<file path="src/hdl/eac_pkg.sv">
// Constants shared by the data EEPROM access controller.
// Function
// (RULE_01) Unused address and control bits read zero.
// (RULE_02) Nine-bit linear byte address, 512 locations.
// (RULE_03) Software loads an address before access.
// (RULE_04) Data register sources writes, receives reads.
// (RULE_05) Ready interrupt while enabled and strobe clear.
// (RULE_06) Write starts only with strobe inside arm window.
// (RULE_07) Arm bit self-clears after four cycles.
// (RULE_08) Software follows the documented write sequence.
// (RULE_09) No write while flash self-programming runs.
// (RULE_10) Software keeps interrupts off during writes.
// (RULE_11) Write strobe stays set until write completes.
// (RULE_12) Write start stalls the CPU two cycles.
// (RULE_13) Read strobe fetches byte into data register.
// (RULE_14) Read stalls the CPU four cycles.
// (RULE_15) Busy write blocks reads and address changes.
// (RULE_16) Write lasts 8448 one-megahertz oscillator cycles.
// (RULE_17) Running write survives a non-power reset.
// (RULE_18) Strobe ignored while a write runs.
package eac_pkg;
	// Register offsets in the I/O window.
	localparam logic [1:0] OFS_ADDR_HIGH = 2'h0;
	localparam logic [1:0] OFS_ADDR_LOW  = 2'h1;
	localparam logic [1:0] OFS_DATA      = 2'h2;
	localparam logic [1:0] OFS_CONTROL   = 2'h3;
	// Control register bit positions.
	localparam int BIT_READY_IE = 3;
	localparam int BIT_ARM      = 2;
	localparam int BIT_WSTROBE  = 1;
	localparam int BIT_RSTROBE  = 0;
	// Values after reset.
	localparam logic [8:0] ADDR_RESET = 9'h000;
	localparam logic [7:0] DATA_RESET = 8'h00;
	// Timing.
	localparam int ARM_CYCLES       = 4;
	localparam int WRITE_STALL      = 2;
	localparam int READ_STALL       = 4;
	localparam int CLK_HZ           = 100_000_000;
	localparam int OSC_HZ           = 1_000_000;
	localparam int WRITE_OSC_CYCLES = 8448;
	localparam int WRITE_CLKS       = WRITE_OSC_CYCLES * (CLK_HZ / OSC_HZ);
endpackage

</file>
<file path="src/hdl/eac_ctrl.sv">
// Data EEPROM access controller: address, data and control registers with write timing.
`timescale 1ns/1ps
module eac_ctrl
	import eac_pkg::*;
#(
	parameter int WRITE_TIME_CLKS = WRITE_CLKS
)
(
	// Clock and resets.
	input  wire logic       clk,
	input  wire logic       resetn,
	input  wire logic       pwr_resetn,
	// I/O space register port.
	input  wire logic [1:0] io_addr,
	input  wire logic       io_wr,
	input  wire logic       io_rd,
	input  wire logic [7:0] io_wdata,
	output logic      [7:0] io_rdata,
	// Core status.
	input  wire logic       core_irq_enable,
	input  wire logic       self_program_active,
	output logic            cpu_stall,
	output logic            rom_ready_irq,
	// EEPROM cell array.
	output logic      [8:0] mem_addr,
	output logic      [7:0] mem_wdata,
	output logic            mem_we,
	output logic            mem_re,
	input  wire logic [7:0] mem_rdata
);
	// Refuse a write time that the 20-bit write timer cannot hold.
	if (WRITE_TIME_CLKS < 1 || WRITE_TIME_CLKS > 1048575)
	begin : g_bad_write_time
		$error("WRITE_TIME_CLKS out of range");
	end

	// Registered state and decoded strobes.
	logic [8:0]  rom_addr_ff,   nxt_rom_addr;
	logic [7:0]  rom_data_ff,   nxt_rom_data;
	logic [7:0]  rdata_ff,      nxt_rdata;
	logic        ready_ie_ff,   nxt_ready_ie;
	logic        arm_ff,        nxt_arm;
	logic [2:0]  arm_cnt_ff,    nxt_arm_cnt;
	logic        busy_ff,       nxt_busy;
	logic [19:0] wcnt_ff,       nxt_wcnt;
	logic        we_ff,         nxt_we;
	logic        re_ff,         nxt_re;
	logic        cap_ff,        nxt_cap;
	logic [2:0]  stall_ff,      nxt_stall;
	logic        wr_ctrl;
	logic        start_write;
	logic        start_read;

	// Decode of a control register write.
	assign wr_ctrl     = io_wr && io_addr == OFS_CONTROL;
	// A write strobe only counts inside the arm window, outside a write and outside flash programming.
	// A plain reset refuses new strobes but leaves a running write alone.
	assign start_write = resetn && wr_ctrl && io_wdata[BIT_WSTROBE] && arm_ff && !busy_ff // see RULE_06 see RULE_18
		&& !self_program_active;                                                 // see RULE_09
	assign start_read  = wr_ctrl && io_wdata[BIT_RSTROBE] && !busy_ff && !start_write; // see RULE_15

	// Next-state logic for registers, timers and strobes.
	always_comb
	begin
		nxt_rom_addr = rom_addr_ff;
		nxt_rom_data = rom_data_ff;
		nxt_ready_ie = ready_ie_ff;
		nxt_arm      = arm_ff;
		nxt_arm_cnt  = arm_cnt_ff;
		nxt_busy     = busy_ff;
		nxt_wcnt     = wcnt_ff;
		nxt_we       = start_write;
		nxt_re       = start_read;
		nxt_cap      = re_ff;
		nxt_stall    = (stall_ff != 3'h0) ? stall_ff - 3'h1 : 3'h0;
		nxt_rdata    = 8'h00;
		// Address changes are refused while a write runs.
		if (io_wr && io_addr == OFS_ADDR_HIGH && !busy_ff)                  // see RULE_15
			nxt_rom_addr[8] = io_wdata[0];                                  // see RULE_02
		if (io_wr && io_addr == OFS_ADDR_LOW && !busy_ff)
			nxt_rom_addr[7:0] = io_wdata;
		if (io_wr && io_addr == OFS_DATA)
			nxt_rom_data = io_wdata;
		// Fetched byte lands in the data register one cycle after the array read.
		if (cap_ff)
			nxt_rom_data = mem_rdata;                                       // see RULE_04 see RULE_13
		// Arm window: held four cycles after software sets it, then cleared.
		if (arm_cnt_ff != 3'h0)
		begin
			nxt_arm_cnt = arm_cnt_ff - 3'h1;
			if (arm_cnt_ff == 3'h1)
				nxt_arm = 1'b0;                                             // see RULE_07
		end
		if (wr_ctrl)
		begin
			nxt_ready_ie = io_wdata[BIT_READY_IE];                          // see RULE_05
			if (io_wdata[BIT_ARM])
			begin
				nxt_arm     = 1'b1;
				nxt_arm_cnt = 3'(ARM_CYCLES);
			end
		end
		// Write timer counts the oscillator-derived write time, then drops the strobe.
		// The countdown also runs while resetn is low; only the power reset stops it.
		if (start_write)
		begin
			nxt_busy = 1'b1;                                                // see RULE_11
			nxt_wcnt = 20'(WRITE_TIME_CLKS - 1);                            // see RULE_16
			nxt_stall = 3'(WRITE_STALL);                                    // see RULE_12
		end
		else if (busy_ff)
		begin
			if (wcnt_ff == 20'h00000)
				nxt_busy = 1'b0;                                            // see RULE_11
			else
				nxt_wcnt = wcnt_ff - 20'h00001;
		end
		if (start_read)
			nxt_stall = 3'(READ_STALL);                                     // see RULE_14
		// Read mux; reserved bits read zero.
		unique case (io_addr)
			OFS_ADDR_HIGH: nxt_rdata = {7'h00, rom_addr_ff[8]};            // see RULE_01
			OFS_ADDR_LOW:  nxt_rdata = rom_addr_ff[7:0];
			OFS_DATA:      nxt_rdata = rom_data_ff;
			OFS_CONTROL:   nxt_rdata = {4'h0, ready_ie_ff, arm_ff, busy_ff, re_ff | cap_ff}; // see RULE_01
		endcase
		if (!io_rd)
			nxt_rdata = rdata_ff;
	end

	// Register update; a running write outlives a plain reset, only power reset kills it.
	always_ff @(posedge clk)
	begin
		if (!resetn || !pwr_resetn)
		begin
			rom_addr_ff <= ADDR_RESET;
			rom_data_ff <= DATA_RESET;
			rdata_ff    <= 8'h00;
			ready_ie_ff <= 1'b0;
			arm_ff      <= 1'b0;
			arm_cnt_ff  <= 3'h0;
			we_ff       <= 1'b0;
			re_ff       <= 1'b0;
			cap_ff      <= 1'b0;
			stall_ff    <= 3'h0;
		end
		else
		begin
			rom_addr_ff <= nxt_rom_addr;
			rom_data_ff <= nxt_rom_data;
			rdata_ff    <= nxt_rdata;
			ready_ie_ff <= nxt_ready_ie;
			arm_ff      <= nxt_arm;
			arm_cnt_ff  <= nxt_arm_cnt;
			we_ff       <= nxt_we;
			re_ff       <= nxt_re;
			cap_ff      <= nxt_cap;
			stall_ff    <= nxt_stall;
		end
	end

	// Write timer only sees the power reset, so a plain reset lets a running write finish.
	// Its next values come from the shared next-state process above.
	always_ff @(posedge clk)
	begin
		if (!pwr_resetn)
		begin
			busy_ff <= 1'b0;
			wcnt_ff <= 20'h00000;
		end
		else
		begin
			busy_ff <= nxt_busy;                                            // see RULE_17
			wcnt_ff <= nxt_wcnt;
		end
	end

	// Outputs.
	assign io_rdata      = rdata_ff;
	assign mem_addr      = rom_addr_ff;
	assign mem_wdata     = rom_data_ff;
	assign mem_we        = we_ff;
	assign mem_re        = re_ff;
	assign cpu_stall     = stall_ff != 3'h0;
	assign rom_ready_irq = ready_ie_ff && core_irq_enable && !busy_ff;    // see RULE_05

	// Checks.
	a_arm_timeout: assert property (@(posedge clk) disable iff (!resetn || !pwr_resetn) // see RULE_07
		wr_ctrl && io_wdata[BIT_ARM] ##1 (!(wr_ctrl && io_wdata[BIT_ARM])) [*4] |-> arm_ff ##1 !arm_ff)
		else $error("arm bit did not clear after four cycles");
	a_write_gated: assert property (@(posedge clk) disable iff (!resetn || !pwr_resetn) // see RULE_06
		mem_we |-> $past(arm_ff) && !$past(busy_ff))
		else $error("write started without arm or during busy");
	a_write_stall: assert property (@(posedge clk) disable iff (!resetn || !pwr_resetn) // see RULE_12
		start_write |=> cpu_stall [*2] ##1 !cpu_stall)
		else $error("write stall not two cycles");
	a_read_stall: assert property (@(posedge clk) disable iff (!resetn || !pwr_resetn) // see RULE_14
		start_read |=> cpu_stall [*4] ##1 !cpu_stall)
		else $error("read stall not four cycles");
	a_read_data: assert property (@(posedge clk) disable iff (!resetn || !pwr_resetn) // see RULE_13
		mem_re |=> ##1 rom_data_ff == $past(mem_rdata))
		else $error("read byte not captured");
	a_addr_frozen: assert property (@(posedge clk) disable iff (!resetn || !pwr_resetn) // see RULE_15
		busy_ff && $past(busy_ff) && $past(resetn) |-> $stable(rom_addr_ff))
		else $error("address changed during write");
	a_no_read_busy: assert property (@(posedge clk) disable iff (!resetn || !pwr_resetn) // see RULE_15
		busy_ff |-> !start_read)
		else $error("read accepted during write");
	a_irq_level: assert property (@(posedge clk) disable iff (!resetn || !pwr_resetn) // see RULE_05
		rom_ready_irq == (ready_ie_ff && core_irq_enable && !busy_ff))
		else $error("ready interrupt level wrong");
	a_no_flash_clash: assert property (@(posedge clk) disable iff (!resetn || !pwr_resetn) // see RULE_09
		self_program_active |=> !$rose(busy_ff))
		else $error("write began during flash programming");
	a_strobe_held: assert property (@(posedge clk) disable iff (!pwr_resetn) // see RULE_11
		$rose(busy_ff) |-> busy_ff [*8])
		else $error("write strobe dropped early");
	a_ctrl_reserved: assert property (@(posedge clk) disable iff (!resetn || !pwr_resetn) // see RULE_01
		$past(io_rd) && $past(io_addr) == OFS_CONTROL |-> io_rdata[7:4] == 4'h0)
		else $error("reserved control bits not zero");
endmodule

</file>
<file path="config.mk">
export PLATFORM = sky130hd
export DESIGN_NAME = eac_ctrl
export DESIGN_NICKNAME = d
export VERILOG_FILES = /design/src/hdl/eac_pkg.sv /design/src/hdl/eac_ctrl.sv
export SDC_FILE = /design/constraint.sdc
export NUM_CORES = 1
export LEC_CHECK = 0
export ABC_AREA = 1
export BUFFER_PORTS_ARGS = -buffer_cell sky130_fd_sc_hd__buf_2
export CORE_MARGIN = 3
export CORE_UTILIZATION = 30
export DETAILED_ROUTE_END_ITERATION = 6
export HOLD_SLACK_MARGIN = 0.06
export PLACE_DENSITY = 0.59
export SLEW_MARGIN = 40
export SYNTH_ARGS = -nofsm -noshare
export SYNTH_HDL_FRONTEND = slang
export SYNTH_SLANG_ARGS = --single-unit
</file>
<file path="constraint.sdc">
create_clock -name clk -period 2.31 [get_ports clk]
set_clock_uncertainty 0.2 [all_clocks]
set_input_delay 0.3465 -clock clk [delete_from_list [all_inputs] [get_ports clk]]
set_output_delay 0.3465 -clock clk [all_outputs]
set_load 0.03 [all_outputs]
</file>
==> impl_metrics.toml, run 1 <==
[status]
status = "finished, final reports clean"

[global_route]
groute.usage.overall = 0.1526
overflow = 0
grt_pass1_wl_um = 13810
grt_max_degree = 19
antenna_found_initial = 0
grt_pass1_vias = 3002

[drt]
drt-total-wl_um = 8270
drc = 0
drt_iter0_drc = 126
antenna_left = 0
routedWlPerCell_um = 12.74
viasPerCell = 4.704
via_count = 3053
drtPass1Iterations = 4

[synth]
ys_async_sr_fraction = 0
synth_ff_type = "dfxtp_1"
synthMuxAreaShare = 0
yosysSeqAreaShare = 0.3819
synth_edf_count = 0
synth_cell_types = 37
synth.avg_cell_area_um2 = 6.714
synthesis.area_um2 = 2988
yosys.area.top_type = "dfxtp_1"
synth_compound_area_frac = 0.1457
synth_nets = 475
yosysWarnings = 0
netlist_top_cells_count = "nand2_1 (107), inv_1 (63), nor2_1 (60)"
synth-xor-area-share = 0.01173
ys_ff_latch = 57
yosys.area_share.simple = 0.3388
netlist.area_leader.share = 0.3819
syn_inst = 445
synth_top_family_by_area = "simple AND/OR/NAND/NOR gates"
synth_area_leaders = "dfxtp_1 (38%), nand2_1 (13%), inv_1 (7.9%)"
synthMostInstantiatedCell = "nand2_1"
synth_fa_ha_area_frac = 0.02094

[setup_path]
crit_start = "wcnt_ff[0]$_SDFFE_PN0P_"
worst_path_max_delay_cell = "dfxtp_1"
crit_path_start_kind = "flop"
slowest_delay_ns = 0.38
rrSetupSlack_ns = 0.35
crit_family = "simple AND/OR/NAND/NOR gates"
crit_fanout = 18
cp_common_cell = "nand2_1"
crit_type = "reg -> reg"
worstPathArrival_ns = 1.98
worst_r2r_path_depth = 12
cp-end-kind = "flop"
worstPathBufferInverterCount = 2
r2r-end = "wcnt_ff[6]$_SDFFE_PN0P_"
timing.rr.start = "wcnt_ff[0]$_SDFFE_PN0P_"
path_cells = "inv_1 > ha_1 > nand2_2 > nor2_4 > nand3_4 > nand2_8 > inv_4 > nand2_1 > nand2_1 > nand2_1 > nor2_1 > nor2_1"
required_ns = 2.34

[place]
place_area_um2 = 3412
pre_cts_ws_ns = 0.3069
dp.cells = 624
dp_hpwl_um = 6194
io_buffers = 53
place.gp.congestion = 0.8966

[clock_tree]
clkTransAtPathRegs_ns = 0.07
cts_root_buf = "clkbuf_8"
cts_tree = "yes"
cts_max_path_buffers = 2
cts_buffers = 9
cts-htree-levels = 3
clock_latency_ns = 0.34
clock-sinks = 57

[layout]
fin_nets = 545
final_area_um2 = 3705
drive_above_1_share = 0.1923
finalNonFillerCells = 649
area_delta_synth_final_pct = 23.99
n_antenna_cell = 0

[hold_path]
whs_endpoint = "mem_addr[3]$_SDFFE_PP0P_"
hp-class = "in -> reg"
min_path_cells = 3
holdCritStartpoint = "io_wdata[3]"

[timing]
period_needed_ns = 1.957
fin_setup_tns_ns = 0
setup_viol = 0
drv_slew = 0
max_slew.worst_pin.slew_ns = 0.5082
period_share = 0.8473
timing.fmax_mhz = 510.9
rsz0062_at_grt = "no"
hold_violations = 0
max_slew_margin = 0.6609
setup_ws_ns = 0.3528

[floorplanning]
num_rows = 35
die_area_um2 = 11190
start_util = 0.3159
core_um2 = 9459
die_y_um = 105.8
io_pins = 54
die_w_um = 105.8

[job]
cap_violations = 0

[pwr]
vdd_drop_max_mv = 0.3226
p_per_area_nw_per_um2 = 576.2
p_leak_nw = 1.880
==> routing by layer <==
layer | vias up | part of all wire | global-route usage
met5 | - | 0 | 0
met3 | 13 | 0.068 | 0.04164
met4 | 0 | 0.016 | 0.06105
met2 | 92 | 0.46 | 0.2400
met1 | 1378 | 0.46 | 0.1979
li1 | 1570 | - | -
==> cells in the final DEF (no fill, tap or decap), types with 3 or more instances in the layout <==
cell,synthesis,layout
ha_1,5,5
a31oi_1,7,7
nor2_1,60,60
clkbuf_8,0,9
buf_4,0,5
dfxtp_1,57,57
nor2_2,7,7
nand2_1,107,107
nand2_2,3,3
o21ai_0,24,24
clkinv_4,0,3
nand3_1,27,27
inv_1,63,63
o211ai_2,4,4
a21oi_1,28,28
buf_2,2,53
a31o_2,3,3
xor2_1,4,4
dlygate4sd3_1,0,9
nand4_1,10,10
nor3_1,7,7
inv_2,3,3
==> through the flow <==
stage          total power [mW]    util  hold slack (ns)
2_1_floorplan             1.114       -           0.2390
3_3_place_gp              1.176  0.3607           0.2492
3_5_place_dp              1.177  0.3607           0.2586
4_1_cts                   2.161  0.3917          0.06201
5_1_grt                   2.237  0.3917          0.07788
6_report                  2.135  0.3917          0.08012
==> cells by family (layout without fill, tap and decap cells) <==
kind of cell / count (synthesis) / after routing
flip-flops: 57 / 57
XOR/XNOR: 4 / 4
AO/OA/AOI/OAI: 73 / 73
AND/OR/NAND/NOR: 229 / 229
buffers and inverters: 77 / 152
adder cells (fa/ha/maj): 5 / 5
==> repair_timing <==
item | in CTS | in global routing
gates resized for setup | 0 | 0
buffers inserted | 0 | 0
endpoints found under the hold margin | 9 | 0
hold buffers | 9 | 0
==> worst reg2reg max path, cell delays in order (launching register included) <==
cell	delay, ns
dfxtp_1	0.38
inv_1	0.12
ha_1	0.22
nand2_2	0.08
nor2_4	0.04
nand3_4	0.16
nand2_8	0.10
inv_4	0.19
nand2_1	0.10
nand2_1	0.07
nand2_1	0.04
nor2_1	0.09
nor2_1	0.04
==> registers in the layout, indices dropped and copies added, names as in the netlist <==
signal and count:
wcnt_ff 20, stall_ff 3, mem_wdata 8, busy_ff 1, arm_cnt_ff 3, io_rdata 8, mem_re 1, ready_ie_ff 1
mem_we 1, mem_addr 9, cap_ff 1, arm_ff 1
==> report_power, final <==
group / total (mW) / switching, mW / internal (mW)
Clock: 0.968 / 0.459 / 0.509
Combinational: 0.164 / 0.106 / 0.0578
Sequential: 1.00 / 0.00865 / 0.994
Total: 2.13 / 0.574 / 1.56
==> final cells by class <==
class | count | area [um2]
tap | 129 | 161.4
inverter | 69 | 261.5
multi-input combinational | 311 | 1545
fill | 1028 | 5754
clock buffer | 9 | 123.9
timing repair buffer | 67 | 392.9
sequential | 57 | 1141
clock inverter | 7 | 78.83
==> how the worst max path moves through the flow <==
stage               slack [ns]  cells past startpoint                  endpoint
global placement          0.31                      8  mem_addr[7]$_SDFFE_PP0P_
floorplan                 0.62                     11   wcnt_ff[7]$_SDFFE_PN0P_
finish                    0.35                     12   wcnt_ff[6]$_SDFFE_PN0P_
global route              0.13                     12   wcnt_ff[6]$_SDFFE_PN0P_
CTS                       0.34                     12   wcnt_ff[6]$_SDFFE_PN0P_
detailed placement        0.31                      8  mem_addr[7]$_SDFFE_PP0P_
No activity file was read; power rests on OpenSTA's default activity.
==> run 2: changes to the inputs <==
--- a/config.mk
+++ b/config.mk
@@ -5,13 +5,13 @@
 export SDC_FILE = /design/constraint.sdc
 export NUM_CORES = 1
 export LEC_CHECK = 0
-export ABC_AREA = 1
+export ABC_AREA = 0
 export BUFFER_PORTS_ARGS = -buffer_cell sky130_fd_sc_hd__buf_2
 export CORE_MARGIN = 3
 export CORE_UTILIZATION = 30
 export DETAILED_ROUTE_END_ITERATION = 6
 export HOLD_SLACK_MARGIN = 0.06
-export PLACE_DENSITY = 0.59
+export PLACE_DENSITY = 0.62
 export SLEW_MARGIN = 40
 export SYNTH_ARGS = -nofsm -noshare
 export SYNTH_HDL_FRONTEND = slang
==> constraint.sdc (replaced) <==
create_clock -name clk -period 1.65 [get_ports clk]
set_clock_uncertainty 0.2 [all_clocks]
set_input_delay 0.2475 -clock clk [delete_from_list [all_inputs] [get_ports clk]]
set_output_delay 0.2475 -clock clk [all_outputs]
set_load 0.03 [all_outputs]
==> run 2 against run 1 <==
Effect of this change: the run now ends with negative setup slack left; clock power is 45% higher; global-route usage is 0.44 points higher; largest power group unchanged; utilization is 10 points higher; sequential power is 40% higher; critical path type unchanged; synthesized area is 11% lower; synthesized cell count is 37% lower.
==> impl_metrics.toml, run 2 <==
[synth]
netlist_top_cells_count = "dfxtp_1 (57), nor2_1 (36), mux2i_1 (19)"
synth_top_family_by_area = "simple AND/OR/NAND/NOR gates"
yosysWarnings = 0
synth_cell_types = 46
synthMostInstantiatedCell = "dfxtp_1"
synth_ff_type = "dfxtp_1"
syn_inst = 280
ys_async_sr_fraction = 0
synth_edf_count = 0
synth_compound_area_frac = 0.1667
synth-xor-area-share = 0.01983
synth_fa_ha_area_frac = 0.02361
synthMuxAreaShare = 0.1228
synth_nets = 310
yosys.area.top_type = "dfxtp_1"
synth.avg_cell_area_um2 = 9.464
synthesis.area_um2 = 2650
netlist.area_leader.share = 0.4306
yosys.area_share.simple = 0.2049
ys_ff_latch = 57
yosysSeqAreaShare = 0.4306
synth_area_leaders = "dfxtp_1 (43%), mux2i_1 (7.2%), nor2_1 (5.1%)"

[setup_path]
r2r-end = "wcnt_ff[19]$_SDFFE_PN0P_"
rrSetupSlack_ns = -0.26
crit_path_start_kind = "flop"
timing.critical_path.to = "wcnt_ff[19]$_SDFFE_PN0P_"
required_ns = 1.71
crit_start = "wcnt_ff[9]$_SDFFE_PN0P_"
worst_r2r_path_depth = 6
cp-end-kind = "flop"
worstPathArrival_ns = 1.98
crit_type = "reg -> reg"
crit_fanout = 3
timing.rr.start = "wcnt_ff[9]$_SDFFE_PN0P_"

[drt]
antenna_left = 0
drt-total-wl_um = 7799
drtPass1Iterations = 4
routedWlPerCell_um = 14.91
viasPerCell = 5.076
drt_iter0_drc = 71
via_count = 2655
drc = 0

[pwr]
switching_power_uw = 735.3
vdd_drop_max_mv = 0.3199
switching_share = 0.2380
internal-power_mw = 2.354
power_mw = 3.089
p_clk_frac = 0.454
p_leak_nw = 1.733
p_per_area_nw_per_um2 = 743.0
combPwrFrac = 0.092
pwr-share-seq = 0.454

[clock_tree]
cts_max_path_buffers = 2
clock_latency_ns = 0.34
cts_root_buf = "clkbuf_8"
cts_tree = "yes"
clock-sinks = 57
cts_buffers = 9
cts-htree-levels = 3
clkTransAtPathRegs_ns = 0.07

[timing]
period_needed_ns = 1.915
rsz0062_at_grt = "yes"
max_slew_margin = 0.6273
setup_viol = 21
timing.fmax_mhz = 522.3
drv_slew = 0
period_share = 1.160
hold_violations = 0
setup_ws_ns = -0.2646
whs_ns = 0.07959
max_slew.worst_pin.slew_ns = 0.5584

[global_route]
antenna_found_initial = 0
grt_pass1_vias = 2622
groute.usage.overall = 0.1570
grt_pass1_wl_um = 12650
overflow = 0
grt_max_degree = 30

[floorplanning]
num_rows = 33
die_y_um = 99.99
start_util = 0.3162
core_um2 = 8382
io_pins = 54
die_area_um2 = 9997
die_w_um = 99.99

[layout]
n_antenna_cell = 0
final_common_cell = "buf_4"
largest_reg_flops = 20
regArea_um2 = 1156
final_cell_mix = "buf_4 (60), buf_2 (52), dfxtp_1 (49)"
final_area_um2 = 4158
drive_above_1_share = 0.4665
num-fill-cells = 784
area_delta_synth_final_pct = 56.89
fin_nets = 443
multi_input_area_um2 = 1654
regMostFlops = "wcnt_ff"

[place]
place_area_um2 = 3475
place.gp.congestion = 0.8164
io_buffers = 53
dp_hpwl_um = 5188

[status]
status = "complete, but fails checks"
failed_checks = "negative setup slack"

[job]
cap_violations = 0

[hold_path]
hp-class = "in -> reg"
-- run 2: per-layer routing --
layer | routed length (um) | track usage
met4 | 92 | 0.03627
met3 | 381 | 0.04795
met2 | 3916 | 0.2658
met1 | 3409 | 0.1966
met5 | 0 | 0
-- run 2: cells by family (layout without fill, tap and decap cells) --
kind of cell / after synthesis / in the layout
compound gates: 65 / 65
xor+xnor: 6 / 6
fa+ha+maj: 5 / 5
buf+inv: 21 / 159
flops: 57 / 57
mux: 30 / 30
simple gates: 96 / 96
-- run 2: timing repair --
action / in CTS / in global routing
hold endpoints to repair: 18 / 0
setup endpoints to repair: 32 / 30
pin swaps: 15 / 17
buffers inserted: 6 / 4
gates resized for setup: 24 / 30
hold buffers: 15 / 0
gates cloned: 1 / 0
-- run 2: how the worst min path moves through the flow --
stage                             startpoint                        to  slack [ns]  depth (start not counted)
finish                           io_wdata[1]  mem_addr[1]$_SDFFE_PP0P_        0.08                          4
global route                     io_wdata[1]  mem_addr[1]$_SDFFE_PP0P_        0.09                          4
CTS                              io_wdata[1]  mem_addr[1]$_SDFFE_PP0P_        0.07                          4
detailed placement  io_rdata[4]$_SDFFE_PP0P_  io_rdata[4]$_SDFFE_PP0P_        0.28                          2
global placement      stall_ff[0]$_SDFF_PP0_    stall_ff[0]$_SDFF_PP0_        0.27                          1
floorplan                        io_wdata[0]  mem_addr[8]$_SDFFE_PP0P_        0.19                          2
-- run 2: per-stage QoR --
| step | TNS [ns] | setup slack [ns] | std cells | utilization |
|---|---|---|---|---|
| 2_1_floorplan | -2.206 | -0.1865 | 280 | - |
| 3_3_place_gp | -3.757 | -0.2207 | 481 | 0.4145 |
| 3_5_place_dp | -4.599 | -0.2691 | 481 | 0.4145 |
| 4_1_cts | -4.160 | -0.2449 | 519 | 0.4751 |
| 5_1_grt | -5.393 | -0.3433 | 523 | 0.4960 |
| 6_report | -3.820 | -0.2646 | 523 | 0.4960 |
-- run 2: cell type report --
type	count	area share
Clock buffer	12	0.04002
Sequential cell	57	0.2781
Clock inverter	4	0.01174
Timing Repair Buffer	135	0.2329
Inverter	8	0.007824
Multi-Input combinational cell	202	0.3978
Tap cell	105	0.03160
-- run 2: worst max-delay path, stage by stage, from the launching register on --
cell and delay (ns):
dfxtp_2 0.33, nor4_4 0.28, buf_4 0.19, and3_4 0.19, o2111ai_4 0.10, or4_1 0.41
a31oi_1 0.13
-- run 2: power by group through the flow --
stage / clock, mW / combinational, mW / sequential (mW)
after detailed placement: 0 / 0.248 / 1.44
after floorplan: 0 / 0.118 / 1.46
after global placement: 0 / 0.244 / 1.43
final: 1.40 / 0.283 / 1.40
after CTS: 1.42 / 0.278 / 1.40
after global routing: 1.50 / 0.312 / 1.41
==> run 3: changes to the inputs <==
--- a/config.mk
+++ b/config.mk
@@ -10,6 +10,7 @@
 export CORE_MARGIN = 3
 export CORE_UTILIZATION = 30
 export DETAILED_ROUTE_END_ITERATION = 6
+export GPL_TIMING_DRIVEN = 0
 export HOLD_SLACK_MARGIN = 0.06
 export PLACE_DENSITY = 0.62
 export SLEW_MARGIN = 40
==> run 3 against run 2 <==
Effect of this change: the run still ends with negative setup slack left; critical path depth unchanged; count of clock-buffer cells in the layout down 2; non-clock buffer count is 23 lower; design area shrank 3.1%; via count is 2.2% lower; sequential share of layout area increased by 1.0 points; final cell count is 4.0% lower; wire length up 3.1%; highest routed layer unchanged.
==> impl_metrics.toml, run 3 (synthesis gave the netlist of run 2 again) <==
[status]
status = "complete, but fails checks"
failed_checks = "negative setup slack"

[global_route]
grt_pass1_wl_um = 12250
antenna_found_initial = 0
overflow = 0
groute.usage.overall = 0.1567
grt_max_degree = 12
grt_pass1_vias = 2522

[setup_path]
crit_type = "reg -> reg"
worst_r2r_path_depth = 6
rrSetupSlack_ns = -0.33
timing.critical_path.to = "wcnt_ff[19]$_SDFFE_PN0P_"
r2r-end = "wcnt_ff[19]$_SDFFE_PN0P_"
path_cells = "nor4_4 > buf_6 > and3_4 > o2111ai_4 > or4_1 > a31oi_1"
cp-end-kind = "flop"
crit_fanout = 4
slowest_delay_ns = 0.43
required_ns = 1.72
crit_start = "wcnt_ff[8]$_SDFFE_PN0P_"
timing.rr.start = "wcnt_ff[8]$_SDFFE_PN0P_"
crit_path_start_kind = "flop"
worstPathArrival_ns = 2.05
worst_path_max_delay_cell = "or4_1"

[drt]
drtPass1Iterations = 4
drc = 0
antenna_left = 0
viasPerCell = 5.173
drt-total-wl_um = 8038
drt_iter0_drc = 86
routedWlPerCell_um = 16.01
via_count = 2597

[layout]
final_common_cell = "buf_2"
largest_reg_flops = 20
num-fill-cells = 766
regMostFlops = "wcnt_ff"
final_cell_mix = "buf_2 (55), dfxtp_1 (48), nor2_1 (34)"
n_antenna_cell = 0
drive_above_1_share = 0.4181
fin_nets = 422
final_area_um2 = 4029
post-route-util = 0.4807
area_delta_synth_final_pct = 52.03

[timing]
period_share = 1.201
setup_viol = 21
setup_ws_ns = -0.3310
timing.fmax_mhz = 504.8
period_needed_ns = 1.981
max_slew.worst_pin.slew_ns = 0.5567
whs_ns = 0.09996
rsz0062_at_grt = "yes"
drv_slew = 0
fin_setup_tns_ns = -3.863
max_slew_margin = 0.6289
hold_violations = 0

[floorplanning]
die_y_um = 99.99
io_pins = 54
die_area_um2 = 9997
core_um2 = 8382
start_util = 0.3162
die_w_um = 99.99
num_rows = 33

[place]
place_area_um2 = 3102
dp_hpwl_um = 4853
place.gp.congestion = 0.7413
io_buffers = 53
pre_cts_ws_ns = -0.4256

[job]
cap_violations = 0

[clock_tree]
cts_tree = "yes"
cts-htree-levels = 3
clock-sinks = 57
cts_max_path_buffers = 2
cts_buffers = 9
cts_root_buf = "clkbuf_8"
clock_latency_ns = 0.34
clkTransAtPathRegs_ns = 0.07

[pwr]
p_leak_nw = 1.597
vdd_drop_max_mv = 0.3229
p_per_area_nw_per_um2 = 747.6

[hold_path]
hp-class = "in -> reg"
==> run 3: changes by cell type in the layout (fill, tap and decap cells not counted), sizes merged <==
cell	change
o211ai	+2
buf	-36
dlymetal6s4s	+1
dlygate4sd3	+3
clkinvlp	+2
clkbuf	+7
==> run 3: routing by layer <==
metal / track usage / vias to the layer above / routed length (um)
li1: - / 1270 / -
met1: 0.1867 / 1237 / 3447
met2: 0.2724 / 78 / 3956
met3: 0.04378 / 12 / 537
met4: 0.05078 / 0 / 97
met5: 0 / - / 0
==> run 3: repair_timing <==
item                                    in CTS  in global routing
pin swaps                                   19                 24
hold endpoints to repair                    32                  0
cloned                                       2                  0
buffers inserted                            21                  8
resized for setup                           40                 37
hold buffers                                19                  0
endpoints found under the setup margin      35                 54
==> run 3: layout make-up <==
type	count	area, um2	area share
plain buffers	12	76.32	0.01894
repair buffers	100	715.7	0.1776
clock buffers	10	137.6	0.03416
clock inverters	6	67.56	0.01677
inverters	8	32.53	0.008075
multi-input cells	204	1705	0.4233
flip-flops and latches	57	1162	0.2885
well taps	105	131.4	0.03261
==> run 3: worst min path at each step <==
stage,cells past startpoint,startpoint,slack [ns],endpoint
finish,3,io_wr,0.1,arm_cnt_ff[2]$_SDFF_PP0_
global route,3,io_wr,0.09,arm_ff$_SDFF_PP0_
CTS,3,io_wr,0.08,arm_ff$_SDFF_PP0_
detailed placement,2,io_rdata[2]$_SDFFE_PP0P_,0.28,io_rdata[2]$_SDFFE_PP0P_
global placement,2,wcnt_ff[12]$_SDFFE_PP0P_,0.27,wcnt_ff[12]$_SDFFE_PP0P_
floorplan,2,io_wdata[0],0.19,mem_addr[8]$_SDFFE_PP0P_
==> run 3: metrics by stage <==
step	cells	power, mW
finish	502	3.012
global route	502	3.135
CTS	496	3.038
detailed placement	438	1.664
global placement	438	1.659
floorplan	280	1.574
==> run 3: critical path, delay by kind of cell, from the launching register on <==
kind | cells | cell delay [ns]
AND/OR/NAND/NOR | 3 | 0.90
AO/OA/AOI/OAI | 2 | 0.28
flip-flops | 1 | 0.35
buffers and inverters | 1 | 0.17
==> run 3: report_power, final <==
| group | leakage (nW) | total [mW] | internal [mW] | switching, mW |
|---|---|---|---|---|
| Sequential | 0.466 | 1.40 | 1.39 | 0.0131 |
| Combinational | 1.03 | 0.272 | 0.120 | 0.152 |
| Clock | 0.0985 | 1.34 | 0.739 | 0.601 |
| Total | 1.60 | 3.01 | 2.25 | 0.766 |
